[src/pkg/rx_status_pkg.sv]
// Constants, register map and types for the receive status block
package rx_status_pkg;
  localparam logic [5:0] ADDR_STATUS = 6'h01;
  localparam logic [5:0] ADDR_SIGNAL = 6'h06;
  localparam logic [5:0] ADDR_ENERGY = 6'h07;
  localparam logic [5:0] ADDR_CHECK = 6'h08;
  localparam logic [5:0] ADDR_THRESH = 6'h09;

  localparam int CHECK_REQ_BIT = 7;
  localparam int CHECK_MODE_LSB = 5;
  localparam int DONE_BIT = 7;
  localparam int IDLE_BIT = 6;
  localparam int FCS_BIT = 7;
  localparam int LQI_OK_BIT = 0;

  localparam logic [3:0] THRESH_RESET = 4'h7;
  localparam logic [3:0] THRESH_RSVD = 4'hC;
  localparam logic [1:0] MODE_RESET = 2'h1;
  localparam logic [4:0] CHANNEL_RESET = 5'h0B;
  localparam logic [7:0] SIGNAL_FLOOR_RESET = 8'h00;

  localparam int THRESH_STEP_DB = 2;
  localparam int CLOCK_PERIOD_NS = 40;
  localparam int CHECK_TIME_NS = 128000;
  localparam int CHECK_CYCLES = CHECK_TIME_NS / CLOCK_PERIOD_NS;
  localparam int LQI_SYMBOLS = 8;
  localparam int LQI_SHIFT = 3;
  localparam int MIN_LQI_OCTETS = 2;
  localparam int FREQ_TOL_PPM = 120;
  localparam int FIFO_DEPTH = 16;

  typedef enum logic [1:0] {
    CHECK_OR,
    CHECK_ENERGY,
    CHECK_CARRIER,
    CHECK_AND
  } check_mode_t;

  typedef struct packed {
    logic last;
    logic [7:0] data;
  } fb_word_t;
endpackage

[src/hdl/rx_status.sv]
// Receive status logic: channel check, link quality, frame buffer path
`timescale 1ns/1ps

module frame_fifo #(
  parameter int WIDTH = 9,
  parameter int DEPTH = 16
) (
  input wire logic clock,
  input wire logic srst,
  input wire logic in_valid,
  output logic in_ready,
  input wire logic [WIDTH-1:0] in_data,
  output logic out_valid,
  input wire logic out_ready,
  output logic [WIDTH-1:0] out_data
);
  localparam int AW = $clog2(DEPTH);
  logic [WIDTH-1:0] mem [DEPTH];
  logic [AW-1:0] wr_ptr;
  logic [AW-1:0] rd_ptr;
  logic [AW:0] count;
  logic push;
  logic pop;

  assign push = in_valid && in_ready;
  assign pop = out_valid && out_ready;
  assign in_ready = (count != (AW+1)'(DEPTH));
  assign out_valid = (count != '0);
  assign out_data = mem[rd_ptr];

  always_ff @(posedge clock) begin
    if (push) begin
      mem[wr_ptr] <= in_data;
    end
  end

  always_ff @(posedge clock) begin
    if (srst) begin
      wr_ptr <= '0;
      rd_ptr <= '0;
      count <= '0;
    end else begin
      if (push) begin
        wr_ptr <= (wr_ptr == AW'(DEPTH - 1)) ? '0 : wr_ptr + 1'b1;
      end
      if (pop) begin
        rd_ptr <= (rd_ptr == AW'(DEPTH - 1)) ? '0 : rd_ptr + 1'b1;
      end
      if (push && !pop) begin
        count <= count + 1'b1;
      end else if (pop && !push) begin
        count <= count - 1'b1;
      end
    end
  end
endmodule

// Summary of operation
// - Energy above threshold reports channel busy
// - Threshold bits 3:0, reset 7, 2 dB steps
// - Modes 0 and 3 combine energy with carrier
// - Mode 0 OR, 1 energy, 2 carrier, 3 AND
// - Link quality is an integer 0 to 255
// - Link quality from several symbol correlations
// - Link quality valid only for two octets upward
// - Link quality ready with the frame end event
// - Link quality appended to stored frame for host
// - Basic mode raises start event on frame begin
// - Basic mode raises frame end event on completion
// - Update frame energy and checksum status afterwards
// - Latch frequency offset, correct rest of frame
// - Correction spans up to 120 ppm deviation
// - Demodulated bytes written into frame buffer
// - Extended mode filters address, reports pending data
module rx_status #(
  parameter logic [7:0] SIGNAL_FLOOR = rx_status_pkg::SIGNAL_FLOOR_RESET,
  parameter int DEPTH = rx_status_pkg::FIFO_DEPTH
) (
  input wire logic clock,
  input wire logic srst,
  input wire logic [5:0] reg_addr,
  input wire logic reg_wr,
  input wire logic [7:0] reg_wdata,
  output logic [7:0] reg_rdata,
  input wire logic [7:0] energy_level,
  input wire logic carrier_sense,
  input wire logic rx_start_det,
  input wire logic rx_byte_valid,
  input wire rx_status_pkg::fb_word_t rx_byte,
  output logic rx_byte_ready,
  input wire logic fcs_ok,
  input wire logic sym_valid,
  input wire logic [7:0] sym_corr,
  input wire logic freq_est_valid,
  input wire logic signed [7:0] freq_est,
  output logic signed [7:0] freq_corr,
  input wire logic ext_mode,
  input wire logic addr_match,
  input wire logic pending_in,
  output logic frame_pending,
  output logic fb_valid,
  input wire logic fb_ready,
  output rx_status_pkg::fb_word_t fb_word,
  output logic rx_start_event,
  output logic frame_end_event
);
  typedef enum logic [1:0] {S_IDLE, S_RECV, S_APPEND} rx_state_t;
  localparam int TOL = rx_status_pkg::FREQ_TOL_PPM;

  rx_state_t state;
  logic [3:0] energy_busy_threshold;
  logic [1:0] channel_check_mode;
  logic [4:0] channel;
  logic check_busy;
  logic check_done;
  logic check_idle;
  logic [12:0] check_count;
  logic [7:0] check_peak;
  logic [8:0] busy_level;
  logic decision;
  logic check_fire;
  logic [10:0] lqi_sum;
  logic [3:0] lqi_syms;
  logic [7:0] octets;
  logic [7:0] lqi_byte;
  logic [7:0] frame_peak;
  logic [7:0] frame_energy_reg;
  logic fcs_seen;
  logic fcs_valid;
  logic lqi_ok;
  logic freq_locked;
  logic fifo_in_valid;
  logic fifo_in_ready;
  rx_status_pkg::fb_word_t fifo_in;
  logic fifo_out_valid;
  rx_status_pkg::fb_word_t fifo_out;
  logic fifo_pop;
  logic byte_take;
  logic append_push;
  logic end_allowed;

  // Reserved upper nibble is not part of the level: only the low field scales
  assign busy_level = 9'(SIGNAL_FLOOR) + 9'({energy_busy_threshold, 1'b0});
  assign check_fire = check_busy && (check_count == 13'(rx_status_pkg::CHECK_CYCLES - 1));

  function automatic logic check_result(input logic [1:0] mode, input logic energy_busy,
                                        input logic carrier);
    case (rx_status_pkg::check_mode_t'(mode))
      rx_status_pkg::CHECK_OR: check_result = energy_busy || carrier;
      rx_status_pkg::CHECK_ENERGY: check_result = energy_busy;
      rx_status_pkg::CHECK_CARRIER: check_result = carrier;
      rx_status_pkg::CHECK_AND: check_result = energy_busy && carrier;
      default: check_result = 1'b1;
    endcase
  endfunction

  assign decision = check_result(channel_check_mode,
                                 9'(check_peak) > busy_level, carrier_sense);

  // Register writes
  always_ff @(posedge clock) begin
    if (srst) begin
      energy_busy_threshold <= rx_status_pkg::THRESH_RESET;
      channel_check_mode <= rx_status_pkg::MODE_RESET;
      channel <= rx_status_pkg::CHANNEL_RESET;
    end else if (reg_wr && reg_addr == rx_status_pkg::ADDR_THRESH) begin
      energy_busy_threshold <= reg_wdata[3:0];
    end else if (reg_wr && reg_addr == rx_status_pkg::ADDR_CHECK) begin
      channel_check_mode <= reg_wdata[rx_status_pkg::CHECK_MODE_LSB +: 2];
      channel <= reg_wdata[4:0];
    end
  end

  // Channel check runs over a fixed window, keeping the peak energy seen
  always_ff @(posedge clock) begin
    if (srst) begin
      check_busy <= 1'b0;
      check_done <= 1'b0;
      check_idle <= 1'b0;
      check_count <= '0;
      check_peak <= '0;
    end else if (reg_wr && reg_addr == rx_status_pkg::ADDR_CHECK
                 && reg_wdata[rx_status_pkg::CHECK_REQ_BIT]) begin
      check_busy <= 1'b1;
      check_done <= 1'b0;
      check_idle <= 1'b0;
      check_count <= '0;
      check_peak <= energy_level;
    end else if (check_busy) begin
      check_count <= check_count + 1'b1;
      if (energy_level > check_peak) begin
        check_peak <= energy_level;
      end
      if (check_fire) begin
        check_busy <= 1'b0;
        check_done <= 1'b1;
        check_idle <= !decision;
      end
    end
  end

  // Register reads, one cycle after the address is presented
  always_ff @(posedge clock) begin
    if (srst) begin
      reg_rdata <= 8'h00;
    end else begin
      case (reg_addr)
        rx_status_pkg::ADDR_STATUS: reg_rdata <= {check_done, check_idle, 6'h00};
        rx_status_pkg::ADDR_SIGNAL: reg_rdata <= {fcs_valid, 6'h00, lqi_ok};
        rx_status_pkg::ADDR_ENERGY: reg_rdata <= frame_energy_reg;
        rx_status_pkg::ADDR_CHECK: reg_rdata <= {1'b0, channel_check_mode, channel};
        rx_status_pkg::ADDR_THRESH:
          reg_rdata <= {rx_status_pkg::THRESH_RSVD, energy_busy_threshold};
        default: reg_rdata <= 8'h00;
      endcase
    end
  end

  // Frame sequencing
  assign byte_take = rx_byte_valid && rx_byte_ready;
  assign append_push = (state == S_APPEND) && fifo_in_ready;
  assign end_allowed = !ext_mode || addr_match;

  always_ff @(posedge clock) begin
    if (srst) begin
      state <= S_IDLE;
    end else begin
      case (state)
        S_IDLE: if (rx_start_det) state <= S_RECV;
        S_RECV: if (byte_take && rx_byte.last) state <= S_APPEND;
        S_APPEND: if (append_push) state <= S_IDLE;
        default: state <= S_IDLE;
      endcase
    end
  end

  // Ready is gated by the state flop so the link only stalls on a full buffer
  assign rx_byte_ready = (state == S_RECV) && fifo_in_ready;

  always_ff @(posedge clock) begin
    if (srst) begin
      rx_start_event <= 1'b0;
      frame_end_event <= 1'b0;
    end else begin
      rx_start_event <= (state == S_IDLE) && rx_start_det && !ext_mode;
      frame_end_event <= append_push && end_allowed;
    end
  end

  // Link quality: mean of the first symbol correlations in the frame
  always_ff @(posedge clock) begin
    if (srst || (state == S_IDLE)) begin
      lqi_sum <= '0;
      lqi_syms <= '0;
      octets <= '0;
      frame_peak <= '0;
      fcs_seen <= 1'b0;
    end else if (state == S_RECV) begin
      if (sym_valid && lqi_syms != 4'(rx_status_pkg::LQI_SYMBOLS)) begin
        lqi_sum <= lqi_sum + 11'(sym_corr);
        lqi_syms <= lqi_syms + 1'b1;
      end
      if (byte_take && octets != 8'hFF) begin
        octets <= octets + 1'b1;
      end
      if (energy_level > frame_peak) begin
        frame_peak <= energy_level;
      end
      if (byte_take && rx_byte.last) begin
        fcs_seen <= fcs_ok;
      end
    end
  end

  // Frames shorter than two octets carry a zero quality byte
  always_comb begin
    if (octets < 8'(rx_status_pkg::MIN_LQI_OCTETS)) begin
      lqi_byte = 8'h00;
    end else begin
      lqi_byte = 8'(lqi_sum >> rx_status_pkg::LQI_SHIFT);
    end
  end

  always_ff @(posedge clock) begin
    if (srst) begin
      frame_energy_reg <= '0;
      fcs_valid <= 1'b0;
      lqi_ok <= 1'b0;
      frame_pending <= 1'b0;
    end else if (append_push && end_allowed) begin
      frame_energy_reg <= frame_peak;
      fcs_valid <= fcs_seen;
      lqi_ok <= (octets >= 8'(rx_status_pkg::MIN_LQI_OCTETS));
      frame_pending <= ext_mode && pending_in;
    end
  end

  // Offset taken once per frame, clamped to the tolerated span
  always_ff @(posedge clock) begin
    if (srst || (state == S_IDLE)) begin
      freq_corr <= '0;
      freq_locked <= 1'b0;
    end else if (state == S_RECV && freq_est_valid && !freq_locked) begin
      freq_locked <= 1'b1;
      if (freq_est > 8'sd120) begin
        freq_corr <= -8'sd120;
      end else if (freq_est < -8'sd120) begin
        freq_corr <= 8'sd120;
      end else begin
        freq_corr <= -freq_est;
      end
    end
  end

  // Payload then quality byte into the buffer
  always_comb begin
    if (state == S_APPEND) begin
      fifo_in_valid = 1'b1;
      fifo_in = '{last: 1'b1, data: lqi_byte};
    end else begin
      fifo_in_valid = rx_byte_valid && (state == S_RECV);
      fifo_in = '{last: 1'b0, data: rx_byte.data};
    end
  end

  frame_fifo #(.WIDTH($bits(rx_status_pkg::fb_word_t)), .DEPTH(DEPTH)) u_fifo (
    .clock(clock),
    .srst(srst),
    .in_valid(fifo_in_valid),
    .in_ready(fifo_in_ready),
    .in_data(fifo_in),
    .out_valid(fifo_out_valid),
    .out_ready(fifo_pop),
    .out_data(fifo_out)
  );

  assign fifo_pop = fifo_out_valid && (!fb_valid || fb_ready);

  always_ff @(posedge clock) begin
    if (srst) begin
      fb_valid <= 1'b0;
      fb_word <= '0;
    end else if (!fb_valid || fb_ready) begin
      fb_valid <= fifo_out_valid;
      fb_word <= fifo_out;
    end
  end

  chk_energy_busy: assert property (@(posedge clock) disable iff (srst)
    check_fire && channel_check_mode == 2'h1 |=> check_idle == !$past(9'(check_peak) > busy_level))
    else $error("energy check result wrong");
  chk_thresh_reset: assert property (@(posedge clock)
    srst |=> energy_busy_threshold == 4'h7)
    else $error("threshold reset value wrong");
  chk_and_mode: assert property (@(posedge clock) disable iff (srst)
    check_fire && channel_check_mode == 2'h3 && !carrier_sense |=> check_idle && check_done)
    else $error("and mode reported busy without carrier");
  chk_carrier_mode: assert property (@(posedge clock) disable iff (srst)
    check_fire && channel_check_mode == 2'h2 |=> check_idle == !$past(carrier_sense))
    else $error("carrier mode result wrong");
  chk_short_lqi: assert property (@(posedge clock) disable iff (srst)
    append_push && octets < 8'h02 |-> fifo_in.data == 8'h00 && fifo_in.last)
    else $error("short frame carried quality");
  chk_end_event: assert property (@(posedge clock) disable iff (srst)
    append_push && !ext_mode |=> frame_end_event && state == S_IDLE)
    else $error("frame end not with quality byte");
  chk_start_event: assert property (@(posedge clock) disable iff (srst)
    state == S_IDLE && rx_start_det && !ext_mode |=> rx_start_event && state == S_RECV)
    else $error("start event missing");
  chk_freq_hold: assert property (@(posedge clock) disable iff (srst)
    state == S_RECV && freq_locked |=> $stable(freq_corr))
    else $error("offset correction changed in frame");
  chk_freq_span: assert property (@(posedge clock) disable iff (srst)
    freq_corr <= $signed(8'(TOL)) && freq_corr >= -$signed(8'(TOL)))
    else $error("offset correction out of span");
  chk_fcs_update: assert property (@(posedge clock) disable iff (srst)
    append_push && !ext_mode |=> fcs_valid == $past(fcs_seen))
    else $error("checksum status not updated");
  chk_rsvd_read: assert property (@(posedge clock) disable iff (srst)
    reg_addr == 6'h09 |=> reg_rdata[7:4] == 4'hC)
    else $error("reserved bits read wrong");

  cov_check_done: cover property (@(posedge clock) disable iff (srst) check_fire);
  cov_frame_end: cover property (@(posedge clock) disable iff (srst) frame_end_event);
  cov_fifo_full: cover property (@(posedge clock) disable iff (srst)
    state == S_RECV && !fifo_in_ready);
  cov_filtered: cover property (@(posedge clock) disable iff (srst)
    append_push && !end_allowed);
endmodule

[config.mk]
export PLATFORM = sky130hd
export DESIGN_NAME = rx_status
export DESIGN_NICKNAME = d
export VERILOG_FILES = /design/src/pkg/rx_status_pkg.sv /design/src/hdl/rx_status.sv
export SDC_FILE = /design/constraint.sdc
export NUM_CORES = 1
export LEC_CHECK = 0
export BUFFER_PORTS_ARGS = -buffer_cell sky130_fd_sc_hd__buf_4
export CAP_MARGIN = 25
export CORE_ASPECT_RATIO = 0.5
export CORE_MARGIN = 5
export CORE_UTILIZATION = 54
export CTS_CLUSTER_DIAMETER = 200
export DETAILED_ROUTE_END_ITERATION = 6
export PLACE_DENSITY = 0.76
export SLEW_MARGIN = 20
export SYNTH_ARGS = -nofsm -noshare
export SYNTH_HDL_FRONTEND = slang
export SYNTH_SLANG_ARGS = --single-unit
[constraint.sdc]
create_clock -name clock -period 2.8 [get_ports clock]
set_input_delay 0.14 -clock clock [delete_from_list [all_inputs] [get_ports clock]]
set_output_delay 0.14 -clock clock [all_outputs]
set_load 0.01 [all_outputs]
Word level (Yosys, flattened, before mapping). Memory sizes are Yosys's and may differ from the RTL's. A register that Yosys moved wholly into a read port is not among the register bits. Index checks and enable logic that the tools add are counted.

Memories kept: 1. Bits in writable memories: 144. Register bits: 113. Output and inout port bits: 30. Input bits: 60.

Memory list: u_fifo.mem (depth 16, bits a word 9, rd ports 1, clocked after Yosys merged registers in 1, wr ports 1, line rx_status.sv:18) `logic [WIDTH-1:0] mem [DEPTH];`.

$lt $le $gt $ge: 7. Add/sub/neg operators: 9. Mux-type cells: 23. Reduce and logical (&&, ||, !) cells: 48. Bitwise logic cells: 1. Eq/ne operators: 19.

Operator list (count): $mux 8 (6); $pmux 8 s5 (1); $logic_and 1x1->1 (23); $gt 8x8->1 (2); $reduce_and 2->1 (7); $add 13x1->13 const B (1); $eq 13x12->1 const B (1); $add 4x1->4 const B (3); $eq 6x3->1 const B (2); $eq 6x4->1 const B (2); $add 11x8->11 (1); $mux 5 (2); $mux 9 (1); $add 8x1->8 const B (1); $eq 4x4->1 const B (2); $ge 8x2->1 const B (1); $gt 8x5->1 (1); $gt 8x8->1 const B (1); $lt 8x2->1 const B (1); $lt 8x8->1 const B (1); $mux 4 (2); $ne 8x8->1 const B (1); $neg 8->8 (1); $eq 2x2->1 const B (3); 19 further kinds (40).

Longest topological paths before layout. Gate-level depths: netlist (run 1).

Depth in word-level cells: 8. Mapped depth: 11. Gate-level depth less buffers: 10.

Modules after synthesis. Synthesis (run 1) repeated with hierarchy kept, for this count alone.

Cells, all modules: 977. Area, all modules: 11747.5 µm².

By module, submodules not included: frame_fifo (instances 1, area each 6361.1 µm², cells an instance 332, seq. area each 4664.5 µm²); rx_status (instances 1, area each 5386.4 µm², cells an instance 645, seq. area each 2182.1 µm²).

Worst setup path after synthesis (run 1). OpenSTA, ideal clock, no wires.

Path type: reg2reg. From: register u_fifo.count[0]. To: register u_fifo.count[4]. Data required time: 2730 ps. Setup slack: 49 ps. Stages on the path, launching flop included: 11. Arrival: 2681 ps. Clock period less this slack: 2751 ps. Path through: dfxtp_1 > or4_1 > o21ai_2 > ha_1 > inv_1 > fa_1 > a21o_1 > a21oi_1 > xnor2_1 > or3_1 > a21oi_1.

Longest elaborated chain between the ends: 6.

RTL lines: from (decl) (line rx_status.sv:21) `logic [AW:0] count;`; from (signal assigned) (line rx_status.sv:50) `count <= count + 1'b1;`; from (signal assigned) (line rx_status.sv:52) `count <= count - 1'b1;`; branches (longest 6 deep; another with $sub 5x1->5).

Several ways; the timed one is not identified. The select of a mux whose other input is x is not followed. A chain may end at the register's enable or synchronous reset.

Worst setup path after layout (run 1). Same ends and word-level chain as after synthesis.

==> results_dict.tcl, run 1 <==
set metrics [dict create \
    path_class "register to register" \
    cts_buffer_depth 3 \
    ant_nets 0 \
    p_leak_nw 5.10 \
    hold_path_class "primary input to register" \
    viasPerCell 5.72 \
    timing.fmax_mhz 384 \
    post-route-period-util 0.931 \
    grt_pass1_wl_mm 41.5 \
    cts_sinks 266 \
    vdd_drop_max_v 0.000520 \
    async_reset_ff_frac 0 \
    htree_levels 1 \
    die_w_microns 218 \
    grt_pass1_vias 8124 \
    initial_core_util 0.544 \
    slew_headroom 0.288 \
    synth_ff_type "edfxtp_1" \
    vias 8017 \
    clock_skew_ps 21.0 \
    rows 38 \
    rsz0062_at_grt "no" \
    cp-end-kind "register" \
    portBuffers 89 \
    largest_reg_flops 144 \
    core_sq_mm 0.0215 \
    wirelength_mm 25.6 \
    setup-tns-final_ps 0 \
    final_util 0.648 \
    syn-num-nets 1060 \
    drtIter0Drc 593 \
    yosysSeqAreaShare 0.579 \
    yosys_register_bits 266 \
    synth_edf_count 144 \
    final_layout_size_suffix_gt1_frac 0.195 \
    top_register "u_fifo.mem" \
    clk_root_buffer_cell "clkbuf_16" \
    synth_warnings 0 \
    startpoint_type "register" \
    grt_use_total 0.207 \
    synth.distinct_cells 69 \
    syn_inst 955 \
    syn_area_sq_mm 0.0117 \
    antenna_cells 0 \
    die_h_microns 114 \
    nFillCells 1597 \
    clock_latency_ps 520 \
    cp.required_ps 3240 \
    tightest_slew_ps 1060 \
    power_density_mw_per_mm2 712 \
    path_clk_slew_ps 70 \
    gp_congestion 0.821 \
    numCtsBuffers 24 \
    hpwl_mm 17.4 \
    status "finished clean" \
    cts_tree "yes" \
    finalSetupViolCount 0 \
    worstPathArrival_ps 3040 \
    drc_errors 0 \
    hold_violations 0 \
    grt_overflow 0 \
    finalNetCount 1189 \
    area_delta_synth_final_pct 19.1 \
    grt_antenna_before_repair 0 \
    path_max_fanout 4 \
    die_area_sq_mm 0.0249 \
    fin_crit_ps 2610 \
    syn_avg_cell_area_sq_um 12.2 \
    max_cap_violations 0 \
    io_pins 90 \
    first_pass_iters 5 \
    drv_slew 0 \
    top_regs "u_fifo.mem x144, check_count x13, lqi_sum x11" \
    grt_max_degree 37 \
    wire_per_inst_microns 18.2 \
]
-- power breakdown --
part / switching, mW / internal (mW)
logic: 1.03 / 1.09
clock network: 1.40 / 2.04
registers: 0.111 / 4.24
-- critical path, cell delays in order (launching register included) --
cell and delay (ps):
dfxtp_1 310, or4_4 540, o21ai_2 170, ha_2 210, inv_1 100, fa_2 360, a21o_1 170, a21oi_2 150
xnor2_1 80, or3_1 300, a21oi_1 140
-- cell usage after synthesis, types with 4 or more instances --
| master | instances | share of area |
|---|---|---|
| o22ai_1 | 9 | 0.0048 |
| or3_1 | 8 | 0.0043 |
| a211oi_1 | 5 | 0.0032 |
| a22oi_1 | 10 | 0.0064 |
| buf_1 | 4 | 0.0013 |
| mux2i_1 | 26 | 0.022 |
| nand4_1 | 9 | 0.0048 |
| ha_1 | 43 | 0.046 |
| a22o_1 | 17 | 0.013 |
| xor2_1 | 13 | 0.0097 |
| clkbuf_1 | 22 | 0.0071 |
| and2_1 | 4 | 0.0021 |
| a21oi_1 | 60 | 0.026 |
| edfxtp_1 | 144 | 0.37 |
| a31oi_1 | 7 | 0.0037 |
| and3_1 | 5 | 0.0027 |
| nand2_1 | 76 | 0.024 |
| nand3_1 | 38 | 0.016 |
| a221oi_1 | 9 | 0.0067 |
| o211ai_1 | 5 | 0.0032 |
| xnor2_1 | 15 | 0.011 |
| nor2b_1 | 5 | 0.0027 |
| mux2_2 | 7 | 0.0067 |
| nor3_1 | 10 | 0.0043 |
| o21ai_0 | 33 | 0.014 |
| or4_1 | 4 | 0.0026 |
| a21o_1 | 10 | 0.0064 |
| o211a_1 | 4 | 0.0034 |
| mux4_2 | 36 | 0.069 |
| nor2_1 | 82 | 0.026 |
| nand2b_1 | 10 | 0.0054 |
| buf_2 | 13 | 0.0056 |
| inv_1 | 39 | 0.013 |
| dfxtp_1 | 122 | 0.21 |
-- area by class of cell --
class	instances	area (sq um)	area share
sequential	266	6770	0.486
multi-input combinational	606	4600	0.330
timing repair buffer	146	1200	0.0865
clock buffer	35	672	0.0483
tap	300	375	0.0270
clock inverter	9	156	0.0112
inverter	40	150	0.0108
-- per-layer routing --
layer / up-vias / global-route usage / part of all wire
li1: 3837 / - / -
met1: 3921 / 0.286 / 0.44
met2: 221 / 0.353 / 0.49
met3: 38 / 0.0292 / 0.053
met4: 0 / 0.0485 / 0.018
met5: - / 0 / 0
-- kinds of logic after synthesis --
| group | synth area share |
|---|---|
| buffers and inverters | 0.0291 |
| AND/OR/NAND/NOR | 0.116 |
| flip-flops | 0.579 |
| adder cells (fa/ha/maj) | 0.0495 |
| AO/OA/AOI/OAI | 0.107 |
| XOR/XNOR | 0.0210 |
| multiplexers | 0.0984 |
-- metrics by stage --
step                      power (mW)  hold slack (ps)  std cells  worst slack (ps)  instance area, sq um
after detailed placement        6.50              374       1322              91.5                 12700
after CTS                       9.96             14.3       1399              66.7                 13900
final                           9.92             27.5       1402               193                 13900
after global placement          6.46              365       1322               124                 12700
after global routing            10.4             33.8       1402              44.8                 13900
after floorplan                 5.86              258        955              48.6                 11700
-- timing repair --
item / CTS / global route
hold buffers: 33 / 0
setup buffers: 0 / 1
setup endpoints to repair: 0 / 1
resized for setup: 0 / 4
endpoints found under the hold margin: 38 / 0
-- worst paths after layout --
path	startpoint	endpoint	slack [ps]	cells past startpoint
max	u_fifo.count[0]	u_fifo.count[4]	190	10
min	sym_corr[0]	lqi_sum[0]	30	4
max reg2reg	u_fifo.count[0]	u_fifo.count[4]	190	10
min reg2reg	check_peak[1]	check_peak[1]	460	2
-- cell usage in the layout (no fill, tap or decap), drive strengths merged, types with 13 or more instances in the layout --
master       Yosys  layout
buf             20     113
mux4            36      36
xor2            13      13
nand3           38      38
clkbuf          23      35
dfxtp          122     122
inv             40      40
nand2           76      76
ha              43      43
mux2i           26      26
xnor2           15      15
o21ai           35      35
dlygate4sd3      0      33
edfxtp         144     144
a22o            17      17
nor2            83      83
a21oi           60      60
Note: power is estimated with default switching activity, not from simulation.
==> inputs of run 2 (changes only) <==
CORE_MARGIN = 3   (was 5)
==> run 2 against run 1 <==
Effect of this change:
- non-clock buffer count increased by 15
- sequential cell count unchanged
- utilization increased by 2.4 points
- sequential share of layout area decreased by 0.39 points
- die area decreased by 5.3%
==> results_dict.tcl, run 2 (synthesized netlist as in run 1, its figures left out) <==
set metrics [dict create \
    antenna_cells 0 \
    tightest_slew_ps 917 \
    finalSetupViolCount 0 \
    viasPerCell 5.82 \
    clock_skew_ps 20.8 \
    cts_sinks 266 \
    hpwl_mm 17.6 \
    grt_overflow 0 \
    startpoint_type "register" \
    grt_use_total 0.224 \
    drtIter0Drc 696 \
    status "finished clean" \
    drc_errors 0 \
    path_max_fanout 4 \
    critical_path.startpoint "u_fifo.count[2]" \
    io_pins 90 \
    timing.fmax_mhz 370 \
    cts_tree "yes" \
    ant_nets 0 \
    top_regs "u_fifo.mem x144, check_count x13, lqi_sum x11" \
    wirelength_mm 26.7 \
    slew_headroom 0.383 \
    die_area_sq_mm 0.0235 \
    initial_core_util 0.560 \
    hold_violations 0 \
    regToRegEndpoint "u_fifo.count[4]" \
    max_cap_violations 0 \
    top_register "u_fifo.mem" \
    clk_root_buffer_cell "clkbuf_16" \
    dpl.cell_count 1329 \
    final_layout_size_suffix_gt1_frac 0.205 \
    vias 8188 \
    clock_latency_ps 530 \
    cp.required_ps 3240 \
    p_total_mw 9.87 \
    r2r_cells 10 \
    path_clk_slew_ps 60 \
    power_density_mw_per_mm2 703 \
    fin_crit_ps 2710 \
    die_h_microns 110 \
    core_sq_mm 0.0209 \
    stdcell_count 1408 \
    htree_levels 1 \
    post-route-period-util 0.966 \
    finalNetCount 1204 \
    layout.cells.most_common "edfxtp_1" \
    cp-end-kind "register" \
    mostFrequentLayoutCells "144 x edfxtp_1, 124 x buf_4, 121 x dfxtp_1, 82 x nor2_1, 76 x nand2_1" \
    largest_reg_flops 144 \
    grt_pass1_wl_mm 42.0 \
    die_w_microns 214 \
    wire_per_inst_microns 19.0 \
    portBuffers 89 \
    first_pass_iters 6 \
    gp_congestion 0.858 \
    timing.critical_path.to "u_fifo.count[4]" \
    nFillCells 1452 \
    r2r-start "u_fifo.count[2]" \
    worstPathArrival_ps 3150 \
    hold_path_class "primary input to register" \
    grt_pass1_vias 8167 \
    numCtsBuffers 24 \
    grt_max_degree 37 \
    area_delta_synth_final_pct 20.1 \
    p_leak_nw 5.16 \
    hold_start "freq_est[7]" \
    path_class "register to register" \
    grt_antenna_before_repair 0 \
    vdd_drop_max_v 0.000476 \
    rows 37 \
    drv_slew 0 \
    rrSetupSlack_ps 90 \
    cts_buffer_depth 3 \
]
[run 2: what timing repair did]
action / 4_1_cts / 5_1_grt
pin swaps: 1 / 0
hold buffers: 35 / 0
gates resized for setup: 3 / 5
buffers inserted: 1 / 0
endpoints found under the setup margin: 1 / 1
gates cloned: 0 / 0
hold endpoints to repair: 38 / 0
[run 2: worst min-delay path by stage]
stage,endpoint,slack [ps],cells after the start
global route,freq_corr[7],20,3
finish,freq_corr[7],5,3
detailed placement,energy_busy_threshold[0],370,3
CTS,freq_corr[7],3,3
global placement,energy_busy_threshold[0],370,3
floorplan,rx_start_event,260,2
[run 2: area by class of cell]
cell class,instances,area [sq um],share of cell area
clock buffers,33,684,0.0488
clock inverters,10,120,0.00856
inverters,40,150,0.0107
multi-input cells,606,4620,0.329
flip-flops and latches,266,6770,0.482
well taps,292,365,0.0260
repair buffers,161,1320,0.0942
[run 2: layer usage]
| layer | part of all wire | vias up | wire length (microns) | global-route usage |
|---|---|---|---|---|
| met5 | 0 | - | 0 | 0 |
| met4 | 0.023 | 0 | 626 | 0.0592 |
| met3 | 0.056 | 53 | 1490 | 0.0326 |
| met2 | 0.49 | 263 | 12900 | 0.399 |
| met1 | 0.44 | 4015 | 11600 | 0.293 |
| li1 | - | 3857 | - | - |
[run 2: power breakdown]
group          switching [mW]  internal, mW
clock network            1.42          1.91
logic                    1.04          1.13
registers               0.137          4.24
[run 2: stage by stage]
step	hold WS (ps)	worst slack, ps	setup TNS, ps	instance area, sq um	utilization
finish	4.60	94.0	0	14000	0.672
detailed placement	373	-21.6	-21.6	12800	0.614
global placement	369	145	0	12800	0.614
CTS	2.63	21.3	0	14000	0.671
global route	23.2	-37.7	-37.7	14000	0.672
floorplan	258	48.6	0	11700	-
[run 2: worst max-delay path: stages (launching register included)]
cell and delay (ps):
dfxtp_1 390, or4_4 540, o21ai_4 210, ha_4 180
inv_2 70, fa_2 350, a21o_1 190, a21oi_2 160
xnor2_1 90, or3_1 310, a21oi_1 150
==> inputs of run 3 (changes only) <==
CELL_PAD_IN_SITES_DETAIL_PLACEMENT = 1   (was not set)
CELL_PAD_IN_SITES_GLOBAL_PLACEMENT = 1   (was not set)
CORE_UTILIZATION = 44   (was 54)
==> run 3 against run 2 <==
Effect of this change:
- critical path depth stayed put
- utilization is 12 points lower
- sequential cell count stayed put
- die area is 22% higher
- global-route usage is 0.81 points lower
- sequential share of layout area is 0.21 points lower
- via count is 0.60% higher
- clock-buffer cell count is 8 lower
- largest cell class unchanged
==> results_dict.tcl, run 3 (synthesized netlist as in run 1, its figures left out) <==
set metrics [dict create \
    critical_path.startpoint "u_fifo.count[0]" \
    viasPerCell 5.66 \
    crit_cells 10 \
    p_total_mw 10.3 \
    hold_path_class "primary input to register" \
    antenna_cells 0 \
    cts_buffer_depth 3 \
    max_stage_delay_ps 550 \
    grt_overflow 0 \
    met3WireLength_mm 1.16 \
    top_register "u_fifo.mem" \
    p_clk_frac 0.358 \
    core_sq_mm 0.0256 \
    path_clk_slew_ps 70 \
    finalNetCount 1197 \
    stdcell_count 1455 \
    cts_sinks 266 \
    vias 8237 \
    mostFrequentLayoutCells "144 x edfxtp_1, 120 x dfxtp_1, 117 x buf_4, 82 x nor2_1, 76 x nand2_1" \
    seqPwrFrac 0.429 \
    area_delta_synth_final_pct 20.6 \
    regToRegEndpoint "u_fifo.count[4]" \
    timing.critical_path.to "u_fifo.count[4]" \
    hold_violations 0 \
    drtIter0Drc 549 \
    drc_errors 0 \
    initial_core_util 0.456 \
    power_density_mw_per_mm2 730 \
    layout.cells.most_common "edfxtp_1" \
    p_leak_nw 5.17 \
    cts_tree "yes" \
    die_area_sq_mm 0.0287 \
    setup-tns-final_ps 0 \
    comb_power_share 0.213 \
    max_cap_violations 0 \
    hpwl_mm 20.7 \
    cp_top_family "simple AND/OR/NAND/NOR gates" \
    clock_skew_ps 8.40 \
    timing.fmax_mhz 372 \
    swShare 0.272 \
    vdd_drop_max_v 0.000412 \
    top_regs "u_fifo.mem x144, check_count x13, lqi_sum x11" \
    wire_per_inst_microns 21.1 \
    final_layout_size_suffix_gt1_frac 0.207 \
    die_h_microns 121 \
    rows 41 \
    htree_levels 1 \
    die_w_microns 236 \
    drv_slew 0 \
    grt_pass1_vias 8808 \
    gp_congestion 0.826 \
    dpl.cell_count 1371 \
    highest_layer "met5" \
    slew_headroom 0.341 \
    wirelength_mm 30.6 \
    grt_antenna_before_repair 1 \
    grt_max_degree 40 \
    path_common_cell "a21oi_2" \
    switchingPower_mw 2.80 \
    io_pins 90 \
    wl_met2_mm 15.5 \
    crit_chain "or4_4, o21ai_4, ha_2, inv_1, fa_2, a21o_1, a21oi_2, xnor2_1, or3_1, a21oi_2" \
    wl_met1_mm 13.2 \
    path_max_fanout 4 \
    portBuffers 89 \
    clk_root_buffer_cell "clkbuf_16" \
    rrSetupSlack_ps 110 \
    finalSetupViolCount 0 \
    numCtsBuffers 25 \
    path_class "register to register" \
    path_buf_inv 1 \
    nFillCells 2608 \
    crit_slowest_cell "or4_4" \
    status "finished clean" \
    ant_nets 0 \
    r2r_cells 10 \
    worstPathArrival_ps 3170 \
    clock_latency_ps 550 \
    post-cts-setup-buffers 0 \
    startpoint_type "register" \
    r2r-start "u_fifo.count[0]" \
    largest_reg_flops 144 \
    grt_use_total 0.216 \
    final_util 0.550 \
    grt_pass1_wl_mm 48.6 \
    fin_crit_ps 2690 \
    cp.required_ps 3280 \
    intPower_mw 7.49 \
    first_pass_iters 7 \
    post-route-period-util 0.959 \
    tightest_slew_ps 980 \
    cp-end-kind "register" \
]
## run 3: cell count changes in the layout (fill, tap and decap cells not counted), sizes merged
cell         change
buf              -7
inv              +2
clkbuf           -8
dlygate4sd3      -1
clkinv           +5
bufinv           +3
clkinvlp         +1
## run 3: stage by stage
| step | hold WS, ps | area (sq um) | setup WS (ps) |
|---|---|---|---|
| 6_report | 29.1 | 14100 | 113 |
| 5_1_grt | 31.1 | 14100 | -1.22 |
| 3_3_place_gp | 376 | 12800 | 144 |
| 2_1_floorplan | 258 | 11700 | 48.6 |
| 3_5_place_dp | 378 | 12800 | -12.6 |
| 4_1_cts | 9.88 | 14000 | 42.9 |
## run 3: layout make-up
cell class                 instances  area, sq um  share of cell area
inverter                          40          150              0.0107
tap                              344          430              0.0305
clock buffer                      25          626              0.0444
sequential                       266         6770               0.480
clock inverter                    21          258              0.0183
timing repair buffer             153         1260              0.0893
multi-input combinational        606         4600               0.327
## run 3: timing repair
action	4_1_cts	5_1_grt
hold buffers	34	0
resized for setup	2	5
pin swaps	0	1
endpoints found under the setup margin	1	1
hold endpoints to repair	40	0
## run 3: worst min-delay path by stage
stage / depth (start not counted) / from / end / slack [ps]
final: 3 / reg_wdata[7] / check_busy / 30
after global routing: 2 / srst / u_fifo.rd_ptr[2] / 30
after CTS: 3 / reg_wdata[7] / check_busy / 10
after detailed placement: 3 / reg_wdata[1] / energy_busy_threshold[1] / 380
after global placement: 3 / reg_wdata[0] / energy_busy_threshold[0] / 380
after floorplan: 2 / rx_start_det / rx_start_event / 260
## run 3: power by group through the flow
| stage | Clock (mW) | Combinational, mW | Sequential, mW |
|---|---|---|---|
| 3_5_place_dp | 0 | 2.12 | 4.50 |
| 5_1_grt | 3.94 | 2.37 | 4.43 |
| 2_1_floorplan | 0 | 1.43 | 4.43 |
| 6_report | 3.68 | 2.20 | 4.41 |
| 4_1_cts | 3.76 | 2.17 | 4.41 |
| 3_3_place_gp | 0 | 2.05 | 4.48 |
## run 3: metal layers
metal,up-vias,GRT usage
li1,3840,-
met3,49,0.0363
met2,148,0.388
met4,2,0.0551
met1,4198,0.273
met5,-,0
## run 3: worst min-delay path: cells and delay by family
| kind | cells | cell delay (ps) |
|---|---|---|
| buffers and inverters | 1 | 110 |
| AO/OA/AOI/OAI | 1 | 90 |
| AND/OR/NAND/NOR | 1 | 180 |
